==> src/design/pscf_pkg.sv <==
// Package for the performance-state control and activity counter block
package pscf_pkg;
  localparam logic [31:0] ADDR_REF_CNT = 32'h0000_00e7;
  localparam logic [31:0] ADDR_ACT_CNT = 32'h0000_00e8;
  localparam logic [31:0] ADDR_TGT_CTL = 32'h0000_0199;
  localparam logic [31:0] ADDR_CUR_STS = 32'h0000_0198;
  localparam logic [31:0] ADDR_MISC_EN = 32'h0000_01a0;
  localparam int MISC_PST_EN_BIT = 16;
  localparam int FEAT_PST_BIT = 7;
  localparam int LEAF6_FEEDBACK_BIT = 0;
  localparam logic [31:0] LEAF_BASIC = 32'h0000_0001;
  localparam logic [31:0] LEAF_POWER = 32'h0000_0006;
  localparam logic [63:0] MISC_RESET = 64'h0000_0000_0000_0000;
  localparam logic [15:0] OP_RESET = 16'h0000;
  localparam logic [63:0] CNT_RESET = 64'h0000_0000_0000_0000;
  // Countdown loaded per one-code step of the operating point; a step lasts this many cycles plus one
  localparam logic [7:0] STEP_CYCLES = 8'h04;

  typedef struct packed {
    logic rd;
    logic wr;
    logic [31:0] addr;
    logic [63:0] wdata;
  } pscf_req_t;

  typedef struct packed {
    logic ack;
    logic err;
    logic [63:0] rdata;
  } pscf_rsp_t;

  typedef enum logic [2:0] {
    ST_IDLE = 3'b001,
    ST_WAIT = 3'b010,
    ST_STEP = 3'b100
  } pscf_state_t;
endpackage

==> src/design/pscf_counter.sv <==
// One 64-bit feedback counter with software write and shared clear
`timescale 1ns/1ps
`default_nettype none
module pscf_counter import pscf_pkg::*; (
  // Clock and reset
  input wire logic clk,
  input wire logic rst_n,
  // Control
  input wire logic inc,
  input wire logic clr,
  input wire logic wr,
  input wire logic [63:0] wdata,
  // State
  output logic [63:0] count,
  output logic wrap
);
  logic [63:0] cnt_q;
  logic [63:0] cnt_d;

  assign count = cnt_q;
  assign wrap = inc && (cnt_q == 64'hffff_ffff_ffff_ffff);

  always_comb begin
    cnt_d = cnt_q;
    if (wr) begin
      cnt_d = wdata;
    end else if (clr) begin
      cnt_d = CNT_RESET;
    end else if (inc) begin
      cnt_d = cnt_q + 64'h0000_0000_0000_0001;
    end
  end

  always_ff @(posedge clk or negedge rst_n) begin
    if (!rst_n) begin
      cnt_q <= CNT_RESET;
    end else begin
      cnt_q <= cnt_d;
    end
  end
endmodule
`default_nettype wire

==> src/design/pscf_top.sv <==
// Performance-state target/status registers and activity feedback counters
`timescale 1ns/1ps
`default_nettype none
// How it works
// - Feature query reports transition support bit 7
// - Transitions start only while enable bit 16 set
// - Writing 16-bit target starts a transition
// - Newer target accepted mid-transition, followed later
// - Target read returns last written value
// - Status always shows point in effect
// - Operating-point code meaning is model specific
// - Leaf six reports counters present bit 0
// - Reference counter ticks at fixed rate
// - Delivered counter ticks with actual performance
// - Counters advance only while processor active
// - Either overflow clears both counters together; a counter written in the same cycle takes the write
// - Counters 64-bit, each writable independently
module pscf_top import pscf_pkg::*; (
  // Clock and reset
  input wire logic clk,
  input wire logic nrst,
  // Model register access
  input wire pscf_req_t req,
  output pscf_rsp_t rsp,
  // Feature query
  input wire logic query_valid,
  input wire logic [31:0] query_leaf,
  output logic [31:0] query_ecx,
  // Core activity and throttling
  input wire logic core_active,
  input wire logic ref_tick,
  input wire logic perf_tick,
  // Operating point actuation view
  output logic [15:0] op_point,
  output logic pst_enable
);
  logic rst_s1_q;
  logic rst_n;

  always_ff @(posedge clk or negedge nrst) begin
    if (!nrst) begin
      rst_s1_q <= 1'b0;
      rst_n <= 1'b0;
    end else begin
      rst_s1_q <= 1'b1;
      rst_n <= rst_s1_q;
    end
  end

  // Input synchronisers for core-side levels
  logic [2:0] in_s1_q;
  logic [2:0] in_s2_q;
  logic [2:0] in_prev_q;
  // Marks stages that hold real pin levels since reset
  logic [2:0] prime_q;
  always_ff @(posedge clk or negedge rst_n) begin
    if (!rst_n) begin
      in_s1_q <= 3'b000;
      in_s2_q <= 3'b000;
      in_prev_q <= 3'b000;
      prime_q <= 3'b000;
    end else begin
      in_s1_q <= {core_active, ref_tick, perf_tick};
      in_s2_q <= in_s1_q;
      in_prev_q <= in_s2_q;
      prime_q <= {prime_q[1:0], 1'b1};
    end
  end

  logic active;
  logic ref_ev;
  logic perf_ev;
  assign active = in_s2_q[2];
  // Tick inputs are toggles; one event per edge
  // No event until both compared stages hold pin levels, so a tick pin
  // left high across reset does not count a false edge
  assign ref_ev = active && prime_q[2] && (in_s2_q[1] ^ in_prev_q[1]);
  assign perf_ev = active && prime_q[2] && (in_s2_q[0] ^ in_prev_q[0]);

  // Register write decode
  logic wr_ref;
  logic wr_act;
  logic wr_tgt;
  logic wr_misc;
  assign wr_ref = req.wr && (req.addr == ADDR_REF_CNT);
  assign wr_act = req.wr && (req.addr == ADDR_ACT_CNT);
  assign wr_tgt = req.wr && (req.addr == ADDR_TGT_CTL);
  assign wr_misc = req.wr && (req.addr == ADDR_MISC_EN);

  // Feedback counters
  logic [63:0] ref_cnt;
  logic [63:0] act_cnt;
  logic ref_wrap;
  logic act_wrap;
  logic any_wrap;
  assign any_wrap = ref_wrap || act_wrap;

  pscf_counter u_ref (
    .clk(clk),
    .rst_n(rst_n),
    .inc(ref_ev),
    .clr(any_wrap),
    .wr(wr_ref),
    .wdata(req.wdata),
    .count(ref_cnt),
    .wrap(ref_wrap)
  );

  pscf_counter u_act (
    .clk(clk),
    .rst_n(rst_n),
    .inc(perf_ev),
    .clr(any_wrap),
    .wr(wr_act),
    .wdata(req.wdata),
    .count(act_cnt),
    .wrap(act_wrap)
  );

  // Control registers and transition engine
  logic [63:0] misc_q;
  logic [63:0] misc_d;
  logic [15:0] tgt_q;
  logic [15:0] tgt_d;
  logic [15:0] cur_q;
  logic [15:0] cur_d;
  logic [7:0] step_q;
  logic [7:0] step_d;
  logic pend_q;
  logic pend_d;
  pscf_state_t st_q;
  pscf_state_t st_d;

  always_comb begin
    misc_d = misc_q;
    tgt_d = tgt_q;
    cur_d = cur_q;
    step_d = step_q;
    pend_d = pend_q;
    st_d = st_q;
    if (wr_misc) begin
      misc_d = req.wdata;
    end
    if (wr_tgt) begin
      tgt_d = req.wdata[15:0];
      pend_d = 1'b1;
    end
    unique case (st_q)
      ST_IDLE: begin
        if (pend_q && misc_q[MISC_PST_EN_BIT]) begin
          st_d = ST_STEP;
          step_d = STEP_CYCLES;
          if (!wr_tgt) begin
            pend_d = 1'b0;
          end
        end
      end
      ST_STEP: begin
        if (step_q != 8'h00) begin
          step_d = step_q - 8'h01;
        end else if (cur_q == tgt_q) begin
          st_d = ST_WAIT;
        end else begin
          // One code per step; the newest target is chased
          cur_d = (cur_q < tgt_q) ? cur_q + 16'h0001 : cur_q - 16'h0001;
          step_d = STEP_CYCLES;
        end
      end
      ST_WAIT: begin
        st_d = ST_IDLE;
      end
      default: begin
        st_d = ST_IDLE;
      end
    endcase
  end

  always_ff @(posedge clk or negedge rst_n) begin
    if (!rst_n) begin
      misc_q <= MISC_RESET;
      tgt_q <= OP_RESET;
      cur_q <= OP_RESET;
      step_q <= 8'h00;
      pend_q <= 1'b0;
      st_q <= ST_IDLE;
    end else begin
      misc_q <= misc_d;
      tgt_q <= tgt_d;
      cur_q <= cur_d;
      step_q <= step_d;
      pend_q <= pend_d;
      st_q <= st_d;
    end
  end

  // Read mux and query answers
  pscf_rsp_t rsp_d;
  logic [31:0] ecx_d;
  always_comb begin
    rsp_d.ack = req.rd || req.wr;
    rsp_d.err = 1'b0;
    rsp_d.rdata = 64'h0000_0000_0000_0000;
    unique case (req.addr)
      ADDR_REF_CNT: rsp_d.rdata = ref_cnt;
      ADDR_ACT_CNT: rsp_d.rdata = act_cnt;
      ADDR_TGT_CTL: rsp_d.rdata = {48'h0000_0000_0000, tgt_q};
      ADDR_CUR_STS: rsp_d.rdata = {48'h0000_0000_0000, cur_q};
      ADDR_MISC_EN: rsp_d.rdata = misc_q;
      default: rsp_d.err = req.rd || req.wr;
    endcase
    if (!req.rd) begin
      rsp_d.rdata = 64'h0000_0000_0000_0000;
    end
    ecx_d = 32'h0000_0000;
    if (query_valid && query_leaf == LEAF_BASIC) begin
      ecx_d[FEAT_PST_BIT] = 1'b1;
    end
    if (query_valid && query_leaf == LEAF_POWER) begin
      ecx_d[LEAF6_FEEDBACK_BIT] = 1'b1;
    end
  end

  always_ff @(posedge clk or negedge rst_n) begin
    if (!rst_n) begin
      rsp <= '0;
      query_ecx <= 32'h0000_0000;
      op_point <= OP_RESET;
      pst_enable <= 1'b0;
    end else begin
      rsp <= rsp_d;
      query_ecx <= ecx_d;
      op_point <= cur_q;
      pst_enable <= misc_q[MISC_PST_EN_BIT];
    end
  end

  a_both_clear: assert property (@(posedge clk) disable iff (!rst_n)
    any_wrap && !wr_ref && !wr_act |=> (ref_cnt == 64'h0) && (act_cnt == 64'h0))
    else $error("counters not cleared together on overflow");
  a_hold_idle: assert property (@(posedge clk) disable iff (!rst_n)
    !active && !wr_ref && !wr_act |=> $stable(ref_cnt) && $stable(act_cnt))
    else $error("counter moved while inactive");
  a_ref_inc: assert property (@(posedge clk) disable iff (!rst_n)
    ref_ev && !any_wrap && !wr_ref |=> ref_cnt == $past(ref_cnt) + 64'h1)
    else $error("reference counter did not step");
  a_act_inc: assert property (@(posedge clk) disable iff (!rst_n)
    perf_ev && !any_wrap && !wr_act |=> act_cnt == $past(act_cnt) + 64'h1)
    else $error("delivered counter did not step");
  a_write_indep: assert property (@(posedge clk) disable iff (!rst_n)
    wr_ref && !wr_act && !any_wrap |=> act_cnt == $past(act_cnt) + {63'h0, $past(perf_ev)})
    else $error("reference write disturbed delivered counter");
  a_tgt_read: assert property (@(posedge clk) disable iff (!rst_n)
    wr_tgt ##1 (req.rd && req.addr == ADDR_TGT_CTL && !wr_tgt)
      |=> rsp.rdata[15:0] == $past(req.wdata[15:0], 2))
    else $error("target readback wrong");
  a_no_move_dis: assert property (@(posedge clk) disable iff (!rst_n)
    !misc_q[MISC_PST_EN_BIT] && st_q == ST_IDLE |=> st_q == ST_IDLE)
    else $error("transition started while disabled");
  a_step_one: assert property (@(posedge clk) disable iff (!rst_n)
    cur_q != $past(cur_q) |-> (cur_q == $past(cur_q) + 16'h1 || cur_q == $past(cur_q) - 16'h1))
    else $error("status jumped more than one code");
  a_feat_bits: assert property (@(posedge clk) disable iff (!rst_n)
    query_valid && query_leaf == LEAF_POWER |=> query_ecx[0])
    else $error("feedback counters not reported");
  a_pst_feat: assert property (@(posedge clk) disable iff (!rst_n)
    query_valid && query_leaf == LEAF_BASIC |=> query_ecx[7])
    else $error("transition support not reported");
  a_reach_tgt: assert property (@(posedge clk) disable iff (!rst_n)
    st_q == ST_STEP && step_q == 8'h00 && cur_q == tgt_q && !wr_tgt |=> st_q == ST_WAIT)
    else $error("transition did not finish at target");

  // Register answers, transition engine and mirrored outputs
  a_ack_follow: assert property (@(posedge clk) disable iff (!rst_n)
    req.rd || req.wr |=> rsp.ack)
    else $error("request not acknowledged");
  a_ack_quiet: assert property (@(posedge clk) disable iff (!rst_n)
    !req.rd && !req.wr |=> !rsp.ack)
    else $error("acknowledge without request");
  a_stat_read: assert property (@(posedge clk) disable iff (!rst_n)
    req.rd && req.addr == ADDR_CUR_STS |=> rsp.rdata == {48'h0000_0000_0000, $past(cur_q)})
    else $error("status read not point in effect");
  a_ref_read: assert property (@(posedge clk) disable iff (!rst_n)
    req.rd && req.addr == ADDR_REF_CNT |=> rsp.rdata == $past(ref_cnt))
    else $error("reference counter read wrong");
  a_act_read: assert property (@(posedge clk) disable iff (!rst_n)
    req.rd && req.addr == ADDR_ACT_CNT |=> rsp.rdata == $past(act_cnt))
    else $error("delivered counter read wrong");
  a_start_step: assert property (@(posedge clk) disable iff (!rst_n)
    st_q == ST_IDLE && pend_q && misc_q[MISC_PST_EN_BIT] |=> st_q == ST_STEP)
    else $error("pending target did not start");
  a_cur_hold: assert property (@(posedge clk) disable iff (!rst_n)
    st_q != ST_STEP |=> cur_q == $past(cur_q))
    else $error("status moved outside a step");
  a_op_follow: assert property (@(posedge clk) disable iff (!rst_n)
    1'b1 |=> op_point == $past(cur_q))
    else $error("operating point output stale");
  a_en_mirror: assert property (@(posedge clk) disable iff (!rst_n)
    1'b1 |=> pst_enable == $past(misc_q[MISC_PST_EN_BIT]))
    else $error("enable output does not follow bit");
endmodule
`default_nettype wire

==> config.mk <==
export PLATFORM = sky130hd
export DESIGN_NAME = pscf_top
export DESIGN_NICKNAME = d
export VERILOG_FILES = /design/src/design/pscf_pkg.sv /design/src/design/pscf_counter.sv /design/src/design/pscf_top.sv
export SDC_FILE = /design/constraint.sdc
export NUM_CORES = 1
export LEC_CHECK = 0
export BUFFER_PORTS_ARGS = -buffer_cell sky130_fd_sc_hd__buf_2
export CORE_UTILIZATION = 52
export CTS_CLUSTER_DIAMETER = 100
export CTS_CLUSTER_SIZE = 10
export DETAILED_ROUTE_END_ITERATION = 6
export PLACE_DENSITY = 0.86
export SYNTH_ARGS = -nofsm -noshare
export SYNTH_HDL_FRONTEND = slang
export SYNTH_SLANG_ARGS = --single-unit
==> constraint.sdc <==
create_clock -name clk -period 9.5 [get_ports clk]
set_clock_uncertainty 0.05 [all_clocks]
set_input_delay 0 -clock clk [delete_from_list [all_inputs] [get_ports clk]]
set_output_delay 0 -clock clk [all_outputs]
set_load 0.05 [all_outputs]
After elaboration in Yosys (flattened, before gate mapping). Index checks and enable logic that the tools add are counted.

Bits in registers: 334. Output and inout port bits: 115. Word-level logic and storage cells: 92.

Add/subtract/negate cells: 5. $lt $le $gt $ge: 1. Equal/unequal tests: 16. Multiplexer cells: 24. Bitwise operators: 4. Reductions and logical operators: 22.

Operators with widths (number): two-way mux 64 bit (7); one-hot mux 64 bit (5 select lines) (1); adder 64 x 1 -> 64 bit, second input constant (2); == test 64 bit, second input constant (2); == test 32 x 9 -> 1 bit, second input constant (3); == test 32 x 8 -> 1 bit, second input constant (2); == test 32 x 1 -> 1 bit, second input constant (1); == test 32 x 3 -> 1 bit, second input constant (1); two-way mux 8 bit (3); adder 16 x 1 -> 16 bit, second input constant (1); == test 16 bit (1); less-than comparator 16 bit (1); two-way mux 16 bit (1); one-hot mux 8 bit (2 select lines) (1); subtractor 16 x 1 -> 16 bit, second input constant (1); logical AND 1 bit (12); two-way mux 3 bit (3); AND reduction 3 bit (3); nonzero test 8 bit (1); subtractor 8 x 1 -> 8 bit, second input constant (1); two-way mux 1 bit (7); inequality test 2 bit, second input constant (3); one-hot mux 3 bit (2 select lines) (1); nonzero test 3 bit (2); 8 further kinds (11).

Longest topological paths before layout.
Depth after elaboration: 6. Gate-level depth with buffers: 15.

Modules after synthesis. Synthesis repeated with hierarchy kept, for this count alone.

Cells, all modules: 1889. Area, all modules: 18639.1 um^2.

Modules (own cells, without submodules): pscf_top (instances 1, cells each 821, area each 9572.9 um^2); pscf_counter (instances 2, cells each 534, area each 4533.1 um^2).

Least setup slack after synthesis. No wires, ideal clock.

Kind: reg2reg. From: reg cur_q[14]. To: reg cur_q[15]. Setup time: 79 ps. Arrival: 3935 ps. Path slack: 5436 ps. Cell stages (with the launch flop): 14. Cell sequence: dfrtp_1 > ha_1 > nand4_1 > nor4_1 > o21ai_0 > o211ai_1 > ha_1 > or2_2 > o311a_1 > a2111oi_0 > nor3_1 > or4_1 > a21oi_1 > xor2_1.

Longest elaborated chain between the ends: 3. Elaborated cells on any way between the ends: 7. Those cells by class: add/sub: 2; order compare: 1; eq/ne: 1; mux: 1; bitwise: 1; reduce/logical: 1.

RTL lines: start: declaration (line pscf_top.sv:125) `logic [15:0] cur_q;`; start signal: assignment (line pscf_top.sv:189) `cur_q <= cur_d;`; parallel branches: the longest is 3 deep, another holds subtractor 16 x 1 -> 16 bit.

Parallel ways; which one is timed is not known. A chain may end at the register's enable or synchronous reset.

Worst setup path after layout. Ends and elaborated chain as after synthesis.

==> reports/qor.yml <==
yosysMostFrequentCell: "dfrtp_1"
synthCells: 1740
grt_max_degree: 91
cts_resized: 0
reg2reg_slack_ns: 4.67
grt_remaining_overflow: 0
start_util: 0.5303
ir_drop_v: 0.0001282
portBuffers: 220
holdCritPathClass: "in -> reg"
hold_start: "perf_tick"
clock-sinks: 334
io_pins: 251
wl_per_cell_um: 20.90
power_density_nw_per_um2: 146.9
cts.path.max_buffers: 3
postCtsSetupRepairBufs: 0
combPwrFrac: 0.065
antenna_found_initial: 1
via_per_inst: 6.253
p_sw_frac: 0.2422
dr.pass1.iters: 7
start_kind: "register"
nets: 2181
row_count: 66
yosys_register_bits: 334
critPathCaptureType: "register"
maxCapViolations: 0
die_x_um: 184.4
cpMaxStageDelayCell: "nor4_1"
final.min_clock_period_ns: 4.828
hpwl_um: 34420
cp_top_family: "compound AO/OA/AOI/OAI gates"
syn_area_per_cell_um2: 9.941
critPathArrivalTime_ns: 5.24
synthFlopType: "dfrtp_1"
whs_endpoint: "in_s1_q[0]"
track_usage: 0.3062
ant_nets: 0
timing.rr.end: "cur_q[15]"
gp_congestion: 0.9874
ctsHoldBuffers: 77
synthArstFlopShare: 1.000
nFillCells: 2583
clk_pin_slew_ns: 0.06
rsz0062_at_grt: "no"
drc_errors: 11
fmax_ghz: 0.2071
power.switching_mw: 0.7291
tns_ns: 0
cts_tree: "done"
hold_viol_final: 0
worstRegToRegCells: 13
drtIter0Drc: 1982
worst-path-buf-inv: 0
cts_buffers: 39
required_ns: 9.91
critPathMaxFanout: 8
ys_seq_area_frac: 0.4833
cp_cell_sequence: "ha_1, nand4_1, nor4_1, o21ai_0, o211ai_1, ha_1, a211oi_1, o21ai_0, a2111oi_0, nor3_1, or4_1, a21oi_1, xor2_1"
synth_top_area_frac: 0.4817
area_growth_pct: 18.46
crit_type: "reg -> reg"
syn-cell-area_um2: 17300
grt_pass1_wl_um: 81570
relSlewSlack: 0.2662
p_leak_nw: 9.041
tightestPinTransition_ns: 1.095
root_buffer: "clkbuf_16"
core_area_um2: 32620
wl_um: 51500
reg2reg_from: "cur_q[14]"
hold_depth: 2
grt_pass1_vias: 15448
pwr-share-seq: 0.494
fp.dieH_um: 184.4
synth_edf_count: 0
vias: 15407
period_share: 0.5082
cp_slowest_stage_delay_ns: 0.60
cts_max_level: 2
synth.cells.most_frequent: "dfrtp_1 (333), nand2_1 (229), nor2_1 (120)"
yosys_warnings: 0
postLayoutCoreUtil: 0.6282
status: "finished with violations"
p_int_mw: 2.282
synth_area_leaders: "dfrtp_1 (48%), mux2_2 (5.2%), nand2_1 (5.0%), xnor2_1 (3.3%), o21ai_0 (3.1%)"
synth.largest_area_cell: "dfrtp_1"
clock_latency_ns: 0.54
netlist-cell-type-count: 75
violations: "design-rule violations"
drv_slew: 0
p_clk_frac: 0.441
layout-drive-gt1-share: 0.1989
die_area_um2: 34000
finalSetupViolCount: 0
## worst reg2reg max path, stage by stage, from the launching register on
cell,delay (ns)
dfrtp_1,0.43
ha_1,0.32
nand4_1,0.17
nor4_1,0.60
o21ai_0,0.28
o211ai_1,0.39
ha_1,0.38
a211oi_1,0.32
o21ai_0,0.23
a2111oi_0,0.58
nor3_1,0.15
or4_1,0.50
a21oi_1,0.18
xor2_1,0.17
## power groups by stage
stage	combinational (mW)	clock [mW]	sequential (mW)
after floorplan	0.0961	0	1.51
after global placement	0.163	0	1.51
after detailed placement	0.167	0	1.51
after CTS	0.194	1.34	1.49
after global routing	0.213	1.39	1.49
final	0.195	1.33	1.49
## worst max-delay path by stage
stage | from | to | cells after the start
final | cur_q[14] | cur_q[15] | 13
after global routing | cur_q[14] | cur_q[15] | 13
after CTS | cur_q[11] | cur_q[15] | 13
after detailed placement | cur_q[14] | cur_q[15] | 14
after global placement | cur_q[14] | cur_q[15] | 14
after floorplan | rst_n | cur_q[0] | 0
## routing by layer
layer / GRT usage / share of wire
met3: 0.06145 / 0.097
met1: 0.3911 / 0.39
met5: 0 / 0
met4: 0.1497 / 0.049
met2: 0.4968 / 0.47
## through the flow
stage               hold WS [ns]  worst slack [ns]  instance area (µm²)  instances  power (mW)
finish                   0.06642             4.672                20490       2464       3.011
global route             0.04858             4.349                20490       2463       3.098
CTS                      0.03639             4.819                20490       2463       3.022
detailed placement       -0.2594             4.853                18650       2334       1.678
global placement         -0.2593             5.178                18650       2334       1.674
floorplan                -0.3456             3.991                17410       1770       1.611
## layout by cell type, fill, tap and decap left out, types with 8 or more instances in the layout
cell type      instances
and3_1                32
conb_1                32
dlygate4sd3_1         77
clkbuf_16             40
nor4_1                26
o31ai_1               48
xnor2_1               66
ha_1                  34
clkbuf_1               9
nand2_1              226
a21oi_1               67
nor2_1               120
a21o_1                12
nand3_1               74
and4_1                10
dfrtp_1              332
a222oi_1              48
nand4_1               44
mux2_2                80
buf_2                220
o21ai_0              108
inv_1                 37
nor3_1                38
a31oi_1                8
xor2_1                52
a22oi_1               32
buf_4                 18
## registers in the layout (all words and copies together), names as in the netlist, 8 cells and up
signal	flops
cur_q	16
misc_q	64
op_point	16
rsp	66
step_q	8
tgt_q	16
u_act.count	64
u_ref.count	64
## cell type report
cell class,instances,area (µm²),area share
Clock buffer,49,1035,0.05050
Clock inverter,3,33.78,0.001649
Multi-Input combinational cell,1283,8358,0.4079
Sequential cell,334,8363,0.4081
Timing Repair Buffer,315,2007,0.09794
Antenna cell,1,2.502,0.0001221
Inverter,37,138.9,0.006778
Tap cell,442,553.0,0.02699
## cell families (layout without fill, tap and decap cells)
logic type	after synthesis	count (layout)	synth area share
flip-flops	334	334	0.4833
AND/OR/NAND/NOR	645	645	0.1900
buffers and inverters	153	404	0.04202
multiplexers	82	82	0.05324
adder cells (fa/ha/maj)	35	35	0.02575
other	2	33	0.0004342
AO/OA/AOI/OAI	371	371	0.1455
XOR/XNOR	118	118	0.05975
Note: power is estimated with default switching activity, not from simulation.
